===== src/sense_pkg.sv =====
// Shared constants and carrier types for the tape sense data collector.
package sense_pkg;
   // ****************************************************************
   // Sizes and limits
   // ****************************************************************
   localparam int INIT_COUNT = 8;
   localparam int ID_W = 3;
   localparam logic [23:0] DATA_ERR_MAX = 24'h0F_FFFF;
   localparam logic [23:0] DATA_ERR_ONE = 24'h00_0001;
   localparam logic [7:0] BYTE_MAX = 8'hFF;
   localparam logic [7:0] BYTE_ONE = 8'h01;
   localparam logic [7:0] RESPONSE_CODE = 8'h70;
   localparam logic [7:0] ADD_SENSE_LEN = 8'h15;
   localparam int VALID_BIT = 7;
   // ****************************************************************
   // Sense byte indexes
   // ****************************************************************
   localparam logic [4:0] IDX_CODE = 5'h00;
   localparam logic [4:0] IDX_KEY = 5'h02;
   localparam logic [4:0] IDX_INFO0 = 5'h03;
   localparam logic [4:0] IDX_INFO1 = 5'h04;
   localparam logic [4:0] IDX_INFO2 = 5'h05;
   localparam logic [4:0] IDX_INFO3 = 5'h06;
   localparam logic [4:0] IDX_LEN = 5'h07;
   localparam logic [4:0] IDX_ASC = 5'h0C;
   localparam logic [4:0] IDX_ASCQ = 5'h0D;
   localparam logic [4:0] IDX_DERR0 = 5'h10;
   localparam logic [4:0] IDX_DERR1 = 5'h11;
   localparam logic [4:0] IDX_DERR2 = 5'h12;
   localparam logic [4:0] IDX_UNIT0 = 5'h13;
   localparam logic [4:0] IDX_UNIT1 = 5'h14;
   localparam logic [4:0] IDX_UNIT2 = 5'h15;
   localparam logic [4:0] IDX_REM0 = 5'h17;
   localparam logic [4:0] IDX_REM1 = 5'h18;
   localparam logic [4:0] IDX_REM2 = 5'h19;
   localparam logic [4:0] IDX_TRACK = 5'h1A;
   localparam logic [4:0] IDX_RETRY = 5'h1B;
   localparam logic [4:0] IDX_FSC = 5'h1C;
   // The last of the 29 sense bytes; reading it completes a full record.
   localparam logic [4:0] IDX_LAST = 5'h1C;
   // ****************************************************************
   // Sense keys
   // ****************************************************************
   localparam logic [3:0] KEY_NONE = 4'h0;
   localparam logic [3:0] KEY_NOT_READY = 4'h2;
   localparam logic [3:0] KEY_MEDIUM = 4'h3;
   localparam logic [3:0] KEY_HARDWARE = 4'h4;
   localparam logic [3:0] KEY_ILLEGAL = 4'h5;
   localparam logic [3:0] KEY_POSITION = 4'h9;
   localparam logic [3:0] KEY_ABORTED = 4'hB;
   // ****************************************************************
   // Carrier types
   // ****************************************************************
   typedef enum logic [1:0] {CMD_REQUEST_SENSE, CMD_INQUIRY, CMD_OTHER} command_kind_t;
   typedef struct packed {
      logic rewrite;
      logic ecc_fix;
      logic track_retry;
      logic rw_retry;
      logic tape_load;
      logic rewind;
      logic bus_parity_fault;
      logic buffer_parity_fault;
      logic tape_flaw_fault;
      logic tracking_fault;
      logic filemark_space_fault;
      logic filemark_write_fault;
      logic formatter_underrun;
      logic rewrite_limit_hit;
      logic servo_fault;
      logic formatter_fault;
      logic reverse_retry;
      logic cleaning_done;
      logic cleaning_due;
      logic splice_blank_fault;
      logic splice_overshoot_fault;
      logic mode_select_bad;
   } drive_event_t;
   typedef struct packed {
      logic write_mode;
      logic no_cartridge;
      logic logical_tape_start;
      logic write_protect;
      logic physical_tape_end;
      logic [23:0] logical_tape_end_mark;
      logic [23:0] position;
   } drive_status_t;
   typedef struct packed {
      logic pending;
      logic clear_armed;
      logic reset_seen_flag;
      logic bus_parity_fault;
      logic buffer_parity_fault;
      logic tape_flaw_fault;
      logic retry_count_wrap_flag;
      logic tracking_fault;
      logic filemark_space_fault;
      logic filemark_write_fault;
      logic formatter_underrun;
      logic rewrite_limit_hit;
      logic servo_fault;
      logic formatter_fault;
      logic reverse_retry_flag;
      logic cleaning_done;
      logic cleaning_due;
      logic splice_blank_fault;
      logic splice_overshoot_fault;
      logic illegal_param;
      logic valid;
      logic [31:0] info;
      logic [7:0] asc;
      logic [7:0] ascq;
      logic [7:0] fault_code;
   } sense_store_t;
endpackage


===== src/tape_sense_data_collector.sv =====
// Sense data collector: counters, unit sense flags and per-initiator pending sense.
`timescale 1ns/1ps
// How it works
// - Write mode: rewrite after read-after-write failure bumps data error counter.
// - Read mode: block rebuilt by error correction bumps data error counter.
// - Data error counter saturates at its maximum, never wraps.
// - Request sense with clear bit clears counters when the last of the 29 bytes is read.
// - Load, rewind, read/write mode change and reset clear all counters.
// - Tracking error at motion start-up bumps the tracking retry counter.
// - Failed read or write with retry bumps the read/write retry counter.
// - Read/write retry counter wrapping to zero sets the wrap flag.
// - Unit sense flags read one only when their condition holds; reserved read zero.
// - Byte 19 reports reset, bus parity, buffer parity, media, tracking, no cartridge.
// - Tape start, write protect and tape end follow live conditions.
// - Failed filemark space sets flag, valid bit and remaining filemark count.
// - Formatter underrun also sets the formatter fault flag.
// - Byte 20 reports filemark write, rewrite limit, servo and formatter faults.
// - Reverse retry flag sets on motion retries, clears only on new tape.
// - Cleaning done flag clears at the next request sense.
// - Cleaning due flag clears only after a successful cleaning.
// - Byte 21 reports splice blank tape and splice overshoot faults.
// - Remaining tape is signed end mark minus position, zero without cartridge.
// - Bad mode select gives illegal request and one-based byte index.
// - Sense key follows the most severe stored error while sense is pending; otherwise it reads no sense.
// - Pending sense kept until initiator's next other command or any reset.
// - Information bytes meaningful only while the valid bit is one.
// - Additional sense length always reads 21.
module tape_sense_data_collector
   import sense_pkg::*;
(
   input wire logic clock,
   input wire logic rst,
   input wire logic bus_reset,
   input wire drive_event_t drive_event,
   input wire logic [ID_W-1:0] event_initiator,
   input wire logic check_condition,
   input wire logic [7:0] check_asc,
   input wire logic [7:0] check_ascq,
   input wire logic [31:0] filemark_requested,
   input wire logic [31:0] filemark_processed,
   input wire logic [7:0] mode_select_bad_index,
   input wire drive_status_t drive_status,
   input wire logic cmd_valid,
   input wire command_kind_t cmd_kind,
   input wire logic [ID_W-1:0] cmd_initiator,
   input wire logic counter_clear_request,
   input wire logic sense_read,
   input wire logic [ID_W-1:0] sense_initiator,
   input wire logic [4:0] sense_index,
   output logic [7:0] sense_data,
   output logic sense_data_valid,
   output logic [INIT_COUNT-1:0] sense_pending
);
   // ****************************************************************
   // Shared drive counters
   // ****************************************************************
   logic [23:0] data_error_count;
   logic [7:0] tracking_retry_count;
   logic [7:0] rw_retry_count;
   logic prev_write_mode;
   logic [23:0] next_data_error_count;
   logic [7:0] next_tracking_retry_count;
   logic [7:0] next_rw_retry_count;
   logic next_prev_write_mode;
   logic counter_clear;
   logic host_clear;
   logic retry_wrap;
   sense_store_t store [INIT_COUNT];
   sense_store_t next_store [INIT_COUNT];

   // The host clear only fires when the final byte is read for an initiator armed by its request sense.
   assign host_clear = sense_read && (sense_index == IDX_LAST) &&
                       store[sense_initiator].clear_armed;
   assign counter_clear = host_clear || drive_event.tape_load || drive_event.rewind ||
                          (prev_write_mode != drive_status.write_mode) || bus_reset;
   assign retry_wrap = drive_event.rw_retry && (rw_retry_count == BYTE_MAX) && !counter_clear;

   // Counter next values; every clear is checked first so it beats an increment.
   always_comb begin
      next_data_error_count = data_error_count;
      next_tracking_retry_count = tracking_retry_count;
      next_rw_retry_count = rw_retry_count;
      next_prev_write_mode = drive_status.write_mode;
      if (counter_clear) begin
         next_data_error_count = '0;
         next_tracking_retry_count = '0;
         next_rw_retry_count = '0;
      end else begin
         if (((drive_status.write_mode && drive_event.rewrite) ||
              (!drive_status.write_mode && drive_event.ecc_fix)) &&
             (data_error_count != DATA_ERR_MAX)) begin
            next_data_error_count = data_error_count + DATA_ERR_ONE;
         end
         if (drive_event.track_retry) begin
            next_tracking_retry_count = tracking_retry_count + BYTE_ONE;
         end
         if (drive_event.rw_retry) begin
            next_rw_retry_count = rw_retry_count + BYTE_ONE;
         end
      end
   end

   // Counters register; a device reset clears them too.
   always_ff @(posedge clock) begin
      if (rst) begin
         data_error_count <= '0;
         tracking_retry_count <= '0;
         rw_retry_count <= '0;
         prev_write_mode <= 1'b0;
      end else begin
         data_error_count <= next_data_error_count;
         tracking_retry_count <= next_tracking_retry_count;
         rw_retry_count <= next_rw_retry_count;
         prev_write_mode <= next_prev_write_mode;
      end
   end

   // ****************************************************************
   // Per-initiator sense storage
   // ****************************************************************
   // Severity order of the stored errors, most catastrophic first.
   function automatic logic [3:0] key_of(input sense_store_t s);
      logic [3:0] k;
      k = KEY_NONE;
      if (s.bus_parity_fault) begin
         k = KEY_ABORTED;
      end else if (s.servo_fault || s.formatter_fault || s.buffer_parity_fault ||
                   s.splice_blank_fault || s.splice_overshoot_fault) begin
         k = KEY_HARDWARE;
      end else if (s.illegal_param) begin
         k = KEY_ILLEGAL;
      end else if (s.tape_flaw_fault || s.rewrite_limit_hit || s.filemark_write_fault) begin
         k = KEY_MEDIUM;
      end else if (s.filemark_space_fault || s.tracking_fault) begin
         k = KEY_POSITION;
      end else if (drive_status.no_cartridge) begin
         k = KEY_NOT_READY;
      end
      return k;
   endfunction

   // Each slot sees only events aimed at its own initiator, apart from the
   // drive-wide conditions that every initiator must be told about.
   always_comb begin
      for (int i = 0; i < INIT_COUNT; i++) begin
         next_store[i] = store[i];
         if (drive_event.tape_load) begin
            next_store[i].reverse_retry_flag = 1'b0;
         end
         if (drive_event.reverse_retry) begin
            next_store[i].reverse_retry_flag = 1'b1;
         end
         if (drive_event.cleaning_done) begin
            next_store[i].cleaning_due = 1'b0;
         end
         if (drive_event.cleaning_due) begin
            next_store[i].cleaning_due = 1'b1;
         end
         // Discard of stored sense by a new command comes before fresh events so a set wins.
         if (cmd_valid && (cmd_initiator == ID_W'(i))) begin
            if (cmd_kind == CMD_REQUEST_SENSE) begin
               next_store[i].clear_armed = counter_clear_request;
               next_store[i].cleaning_done = 1'b0;
            end else if (cmd_kind == CMD_OTHER) begin
               next_store[i].pending = 1'b0;
               next_store[i].clear_armed = 1'b0;
               next_store[i].reset_seen_flag = 1'b0;
               next_store[i].bus_parity_fault = 1'b0;
               next_store[i].buffer_parity_fault = 1'b0;
               next_store[i].tape_flaw_fault = 1'b0;
               next_store[i].retry_count_wrap_flag = 1'b0;
               next_store[i].tracking_fault = 1'b0;
               next_store[i].filemark_space_fault = 1'b0;
               next_store[i].filemark_write_fault = 1'b0;
               next_store[i].formatter_underrun = 1'b0;
               next_store[i].rewrite_limit_hit = 1'b0;
               next_store[i].servo_fault = 1'b0;
               next_store[i].formatter_fault = 1'b0;
               next_store[i].splice_blank_fault = 1'b0;
               next_store[i].splice_overshoot_fault = 1'b0;
               next_store[i].illegal_param = 1'b0;
               next_store[i].valid = 1'b0;
               next_store[i].info = '0;
               next_store[i].fault_code = '0;
            end
         end
         if (host_clear && (sense_initiator == ID_W'(i))) begin
            next_store[i].clear_armed = 1'b0;
         end
         if (drive_event.cleaning_done) begin
            next_store[i].cleaning_done = 1'b1;
         end
         if (retry_wrap) begin
            next_store[i].retry_count_wrap_flag = 1'b1;
         end
         if (event_initiator == ID_W'(i)) begin
            if (drive_event.bus_parity_fault) next_store[i].bus_parity_fault = 1'b1;
            if (drive_event.buffer_parity_fault) next_store[i].buffer_parity_fault = 1'b1;
            if (drive_event.tape_flaw_fault) next_store[i].tape_flaw_fault = 1'b1;
            if (drive_event.tracking_fault) next_store[i].tracking_fault = 1'b1;
            if (drive_event.filemark_write_fault) next_store[i].filemark_write_fault = 1'b1;
            if (drive_event.rewrite_limit_hit) next_store[i].rewrite_limit_hit = 1'b1;
            if (drive_event.servo_fault) next_store[i].servo_fault = 1'b1;
            if (drive_event.formatter_fault || drive_event.formatter_underrun) begin
               next_store[i].formatter_fault = 1'b1;
            end
            if (drive_event.formatter_underrun) next_store[i].formatter_underrun = 1'b1;
            if (drive_event.splice_blank_fault) next_store[i].splice_blank_fault = 1'b1;
            if (drive_event.splice_overshoot_fault) next_store[i].splice_overshoot_fault = 1'b1;
            if (drive_event.filemark_space_fault) begin
               next_store[i].filemark_space_fault = 1'b1;
               next_store[i].valid = 1'b1;
               next_store[i].info = filemark_requested - filemark_processed;
            end
            if (drive_event.mode_select_bad) begin
               next_store[i].illegal_param = 1'b1;
               next_store[i].fault_code = mode_select_bad_index + BYTE_ONE;
            end
            if (check_condition) begin
               next_store[i].pending = 1'b1;
               next_store[i].asc = check_asc;
               next_store[i].ascq = check_ascq;
            end
         end
         // A bus reset drops every pending record and marks the reset for all.
         if (bus_reset) begin
            next_store[i] = '0;
            next_store[i].reset_seen_flag = 1'b1;
            next_store[i].cleaning_due = store[i].cleaning_due;
            next_store[i].reverse_retry_flag = store[i].reverse_retry_flag;
         end
      end
   end

   // Storage register; power-on leaves every initiator with only the reset flag.
   always_ff @(posedge clock) begin
      for (int i = 0; i < INIT_COUNT; i++) begin
         if (rst) begin
            store[i] <= '0;
            store[i].reset_seen_flag <= 1'b1;
         end else begin
            store[i] <= next_store[i];
         end
      end
   end

   // ****************************************************************
   // Sense byte read-out
   // ****************************************************************
   sense_store_t sel;
   logic [23:0] remaining;
   logic [7:0] next_sense_data;
   logic [INIT_COUNT-1:0] next_sense_pending;

   assign sel = store[sense_initiator];
   // Wraps naturally to a two's complement negative once past the end mark.
   assign remaining = drive_status.no_cartridge ? '0 :
                      drive_status.logical_tape_end_mark - drive_status.position;

   // Byte multiplexer; unlisted and reserved positions read zero.
   always_comb begin
      next_sense_data = '0;
      for (int i = 0; i < INIT_COUNT; i++) begin
         next_sense_pending[i] = next_store[i].pending;
      end
      case (sense_index)
         IDX_CODE: next_sense_data = RESPONSE_CODE | {sel.valid, 7'h00};
         IDX_KEY: next_sense_data = {4'h0, sel.pending ? key_of(sel) : KEY_NONE};
         IDX_INFO0: next_sense_data = sel.valid ? sel.info[31:24] : '0;
         IDX_INFO1: next_sense_data = sel.valid ? sel.info[23:16] : '0;
         IDX_INFO2: next_sense_data = sel.valid ? sel.info[15:8] : '0;
         IDX_INFO3: next_sense_data = sel.valid ? sel.info[7:0] : '0;
         IDX_LEN: next_sense_data = ADD_SENSE_LEN;
         IDX_ASC: next_sense_data = sel.asc;
         IDX_ASCQ: next_sense_data = sel.ascq;
         IDX_DERR0: next_sense_data = data_error_count[23:16];
         IDX_DERR1: next_sense_data = data_error_count[15:8];
         IDX_DERR2: next_sense_data = data_error_count[7:0];
         IDX_UNIT0: next_sense_data = {sel.reset_seen_flag, sel.bus_parity_fault,
                                       sel.buffer_parity_fault, sel.tape_flaw_fault,
                                       sel.retry_count_wrap_flag, sel.tracking_fault,
                                       drive_status.no_cartridge,
                                       drive_status.logical_tape_start};
         IDX_UNIT1: next_sense_data = {1'b0, sel.filemark_space_fault,
                                       drive_status.write_protect, sel.filemark_write_fault,
                                       sel.formatter_underrun, sel.rewrite_limit_hit,
                                       sel.servo_fault, sel.formatter_fault};
         IDX_UNIT2: next_sense_data = {2'b00, sel.reverse_retry_flag, sel.cleaning_done,
                                       sel.cleaning_due, drive_status.physical_tape_end,
                                       sel.splice_blank_fault, sel.splice_overshoot_fault};
         IDX_REM0: next_sense_data = remaining[23:16];
         IDX_REM1: next_sense_data = remaining[15:8];
         IDX_REM2: next_sense_data = remaining[7:0];
         IDX_TRACK: next_sense_data = tracking_retry_count;
         IDX_RETRY: next_sense_data = rw_retry_count;
         IDX_FSC: next_sense_data = sel.fault_code;
         default: next_sense_data = '0;
      endcase
   end

   // Output register: one byte answers each read request a cycle later.
   always_ff @(posedge clock) begin
      if (rst) begin
         sense_data <= '0;
         sense_data_valid <= 1'b0;
         sense_pending <= '0;
      end else begin
         sense_data <= sense_read ? next_sense_data : '0;
         sense_data_valid <= sense_read;
         sense_pending <= next_sense_pending;
      end
   end
endmodule


===== config.mk =====
export PLATFORM = sky130hd
export DESIGN_NAME = tape_sense_data_collector
export DESIGN_NICKNAME = d
export VERILOG_FILES = /design/src/sense_pkg.sv /design/src/tape_sense_data_collector.sv
export SDC_FILE = /design/constraint.sdc
export NUM_CORES = 2
export LEC_CHECK = 0
export BUFFER_PORTS_ARGS = -buffer_cell sky130_fd_sc_hd__buf_4
export CORE_ASPECT_RATIO = 1.1
export CORE_MARGIN = 4
export CORE_UTILIZATION = 45
export CTS_BUF_LIST = sky130_fd_sc_hd__clkbuf_16
export DETAILED_ROUTE_END_ITERATION = 10
export GPL_ROUTABILITY_DRIVEN = 0
export PLACE_DENSITY = 0.71
export SYNTH_ARGS = -nofsm -noshare
export SYNTH_HDL_FRONTEND = slang
export SYNTH_SLANG_ARGS = --single-unit

===== constraint.sdc =====
create_clock -name clock -period 4.2 [get_ports clock]
set_clock_uncertainty 0.1 [all_clocks]
set_input_delay 0.84 -clock clock [delete_from_list [all_inputs] [get_ports clock]]
set_output_delay 0.84 -clock clock [all_outputs]
set_load 0.05 [all_outputs]

# Word-level counts from Yosys, hierarchy flattened
# Memory sizes are Yosys's and may differ from the RTL's.
# Cells that the tools add are included.
# op_classes
addsub	6
eq_ne	45
mux	384
n_bitwise	33
n_reduce_logical	45
# op_table
cell	n
$mux W36	24
$mux W77	8
$mux W74	8
$mux W60	8
$mux W8	36
$mux W33	8
$mux W1	227
$mux W14	16
$pmux W8 S21	1
$mux W16	8
$mux W12	8
$eq A5 B5 Y1 const B	12
$mux W7	8
$eq A3 B3 Y1 const B	12
$or A1 B1 Y1	32
$sub A32 B32 Y32	1
$add A24 B1 Y24 const B	1
$add A8 B1 Y8 const B	3
$mux W24	1
$mux W3	8
$mux W4	6
$ne A24 B20 Y1 const B	1
$sub A24 B24 Y24	1
$logic_and A1 B1 Y1	23
other kinds (16)	52
# word_totals
reg_bits	58
mem_bits_rw	616
input_bits	186
memories	1
# mem_list
memory	depth	width	read_ports	rd_clocked_by_memory_dff	wr	line_no	source
store	8	77	9	0	8	tape_sense_data_collector.sv:68	sense_store_t store [INIT_COUNT];

# Longest topological paths before layout
# depth
word_depth	12
mapped_depth	13
depth_no_buf	12

# Least setup slack after synthesis
# No wires, ideal clock.
# synth_path
path_kind	input to register
from	input port drive_status[24] in the netlist's numbering
to	register sense_data[4]
setup_time_ns	0.127
arrival_time_ns	3.115
required_time_ns	3.973
slack_ns	0.858
cell_stages	12
path_buffers	0
cell_sequence	inv_1 ha_1 fa_1 nor2b_1 o21ai_1 a21oi_1 o211ai_1 a31o_2 or4b_1 a41oi_1 xnor2_1 o22ai_1
# synth_via
elab_chain_cells	3
# synth_rtl
element	line_no	source
start: declaration	tape_sense_data_collector.sv:42	input wire drive_status_t drive_status,
$sub A24 B24 Y24	tape_sense_data_collector.sv:258	drive_status.logical_tape_end_mark - drive_status.position;
$mux W24	tape_sense_data_collector.sv:257	assign remaining = drive_status.no_cartridge ? '0 :
$pmux W8 S21	tape_sense_data_collector.sv:266	case (sense_index)
end signal: assignment	tape_sense_data_collector.sv:308	sense_data <= sense_read ? next_sense_data : '0;
end: declaration	tape_sense_data_collector.sv:50	output logic [7:0] sense_data,
# Every way passes these cells.
# A chain may end at the register's enable or synchronous reset.

# Worst setup path in the final report
# layout_path
from	input port sense_initiator[0]
to	register sense_data[0]
# layout_via
elab_chain_cells	9
word_cells_on_any_way	19
classes_between	mux: 11; reduce/logical: 7; memory: 1
# layout_rtl
element	line_no	source
start: declaration	tape_sense_data_collector.sv:48	input wire logic [ID_W-1:0] sense_initiator,
$mem_v2 Z8 W77 *	-	
$logic_or A1 B1 Y1 (on tied branches)	tape_sense_data_collector.sv:134, tape_sense_data_collector.sv:127, tape_sense_data_collector.sv:132	
$mux W4 (tied with other cells)	tape_sense_data_collector.sv:134	end else if (s.filemark_space_fault || s.tracking_fault) begin
$mux W4 / $logic_or A1 B1 Y1 (equally long branches)	tape_sense_data_collector.sv:132, tape_sense_data_collector.sv:127	
$mux W4 / $logic_or A1 B1 Y1 (equally long branches)	tape_sense_data_collector.sv:130, tape_sense_data_collector.sv:128	
$mux W4	tape_sense_data_collector.sv:127	end else if (s.servo_fault || s.formatter_fault || s.buffer_parity_fault ||
$mux W4	tape_sense_data_collector.sv:125	if (s.bus_parity_fault) begin
$mux W4	tape_sense_data_collector.sv:268	IDX_KEY: next_sense_data = {4'h0, sel.pending ? key_of(sel) : KEY_NONE};
$pmux W8 S21 *	tape_sense_data_collector.sv:266	
# Every way passes the cells marked *; elsewhere a longest branch is shown, timed or not.

==> flow_metrics.py <==
metrics = {
    "run_status": {
        "outcome": "finished clean",
    },
    "floorplanning": {
        "num_io_pins": 203,
        "die_y_um": 286.3,
        "rows": 101,
        "dieArea_um2": 74710,
        "start_util_pct": 45.66,
        "core_um2": 69380,
        "dieWidth_um": 261.0,
    },
    "yosys": {
        "synth_top_area_share_pct": 42.09,
        "yosysTopAreaCell": "dfxtp_1",
        "synthFlopType": "dfxtp_1",
        "synth_edf_count": 0,
        "ys_ff_latch": 666,
        "synth_cell_types": 83,
        "synthArstFlopShare_pct": 0,
        "avgSynthCellArea_um2": 9.017,
        "ys_seq_area_share_pct": 42.09,
        "synth_nets": 3759,
        "synth_area_leaders": "dfxtp_1 42%, mux4_2 11%, nand2_1 5.9%",
        "syn_inst": 3513,
        "yosys_warnings": 0,
        "synth_area_um2": 31680,
    },
    "cells_and_area": {
        "register_area_um2": 13330,
        "drive_gt1_share_pct": 15.67,
        "final_cell_mix": "666 x dfxtp_1, 495 x nand2_1, 448 x nor2_1",
        "fillers": 6366,
        "fin_nets": 3809,
        "syn_to_final_growth_pct": 13.75,
        "fin_area_um2": 36030,
        "multi_input_area_um2": 16810,
        "final_common_cell": "dfxtp_1",
    },
    "detailed_routing": {
        "dr.pass1.iters": 6,
        "via_count": 27771,
        "postRouteAntennaNets": 0,
        "drc": 0,
        "drt_wl_total_um": 101200,
        "wl_per_cell_um": 22.28,
        "drt-initial-drc-count": 3149,
        "via_per_inst": 6.113,
    },
    "power_and_ir_drop": {
        "p_per_area_nw_per_um2": 388.2,
        "total_power_uw": 13990,
        "power_leakage_uw": 0.01334,
        "ir_worst_vdd_mv": 0.2613,
    },
    "grt": {
        "grt_max_degree": 101,
        "grt_pass1_vias": 26403,
        "antenna_found_initial": 4,
        "track_usage_pct": 26.02,
        "overflow": 0,
        "grt_pass1_wl_um": 153900,
    },
    "min_path": {
        "min_path_type": "register to register",
    },
    "clocking": {
        "cts_root_buf": "clkbuf_16",
        "cts_resized": 0,
        "clock_path_buffers": 3,
        "clk_latency_ns": 0.62,
        "cts_num_sinks": 666,
        "path_clk_slew_ns": 0.06,
        "cts_tree": "yes",
        "hold_buffers": 0,
        "cts.htree.levels": 3,
        "post-cts-setup-buffers": 0,
        "cts_buffers": 68,
    },
    "sta": {
        "maxSlewViolCount": 0,
        "period_minus_slack_ns": 3.284,
        "hold_viol": 0,
        "worst_hold_slack_ns": 0.3402,
        "fmax_mhz": 304.5,
        "fin_setup_tns_ns": 0,
        "rsz0062_at_grt": "no",
        "relSlewSlack_pct": 22.67,
        "tightest_slew_ns": 1.160,
        "report.final.setup_viol": 0,
        "final.period_utilization_pct": 78.18,
    },
    "worst_setup_path": {
        "start_kind": "primary input",
        "worstPathMaxFanout": 41,
        "crit_type": "primary input to register",
        "required_ns": 4.59,
        "arrival_ns": 3.68,
        "end_kind": "register",
    },
    "place": {
        "place_area_um2": 33920,
        "portBuffers": 202,
        "hpwlAfterDp_um": 66030,
    },
    "job": {
        "maxCapViolCount": 0,
    },
}
==> area by class of cell <==
type,count,area share (%)
clock inverter,50,0.9965
timing repair buffer,292,6.531
tap,927,3.219
clock buffer,70,4.861
inverter,70,0.7326
multi-input combinational,2465,46.64
antenna,3,0.02083
sequential,666,37.00
==> sequential cells by signal, indices dropped and copies added (netlist names) <==
| name | flops |
|---|---|
| prev_write_mode | 1 |
| sense_data_valid | 1 |
| store | 608 |
| rw_retry_count | 8 |
| tracking_retry_count | 8 |
| sense_data | 8 |
| data_error_count | 24 |
| sense_pending | 8 |
==> worst max-delay path: stages <==
cell and delay [ns]:
buf_8 0.38, mux4_2 0.57, mux2i_1 0.42, o22ai_1 0.13, o21ai_0 0.57, nand3_1 0.24
a2111oi_2 0.38, nor2_1 0.06
==> layer usage <==
| layer | up-vias | global-route usage, % | routed length [um] |
|---|---|---|---|
| li1 | 12687 | - | - |
| met1 | 13348 | 34.07 | 40230 |
| met2 | 1472 | 42.17 | 47030 |
| met3 | 262 | 5.039 | 9913 |
| met4 | 2 | 11.09 | 4035 |
| met5 | - | 0 | 13 |
==> synthesized netlist by cell type (all sizes together), types with 6 or more instances <==
cell,count
xnor2,29
a31oi,58
dfxtp,666
a21o,20
a22o,100
a22oi,191
inv,70
nand2,495
and2,30
clkbuf,225
buf,87
o31ai,7
or2,9
or3,9
nand2b,15
a21oi,278
a221oi,9
nor4,6
ha,58
o211ai,16
nor2,449
nand3,76
nor3b,6
a32oi,28
and3,33
mux4,154
mux2i,68
a32o,7
o22ai,27
a211oi,12
o21ai,85
nor2b,25
nor3,27
nand4,25
xor2,51
==> worst paths after layout <==
check	start	end	slack [ns]	cells past startpoint
worst min register to register	store[6][74]	store[6][74]	0.34	2
worst max register to register	store[2][32]	sense_data[0]	1.42	7
worst min-delay path	store[6][74]	store[6][74]	0.34	2
worst max-delay path	sense_initiator[0]	sense_data[0]	0.92	8
==> logic make-up (layout without fill, tap and decap cells) <==
logic type      count (synthesis)  after routing  synth area share, %
fa+ha+maj                      60             60                2.417
compound gates                878            878                18.58
other cells                     0              3                    0
mux                           224            224                13.22
buf+inv                       382            482                4.965
flops                         666            666                42.09
xor+xnor                       80             80                2.259
simple gates                 1223           1223                16.48
==> power breakdown <==
part / switching [uW] / total (uW) / internal, uW
combinational: 1090 / 1700 / 617
sequential: 40.6 / 6430 / 6390
clock: 2570 / 5850 / 3280
==> metrics by stage <==
stage                     setup WS [ns]  utilization [%]  instances
final                            0.9163            51.94       4543
after global routing             0.7954            51.94       4542
after CTS                         1.010            51.93       4540
after detailed placement         0.3718            48.89       4420
after global placement           0.4166            48.89       4420
after floorplan                  0.8579                -       3513
Power figures use the tool's default switching activity.
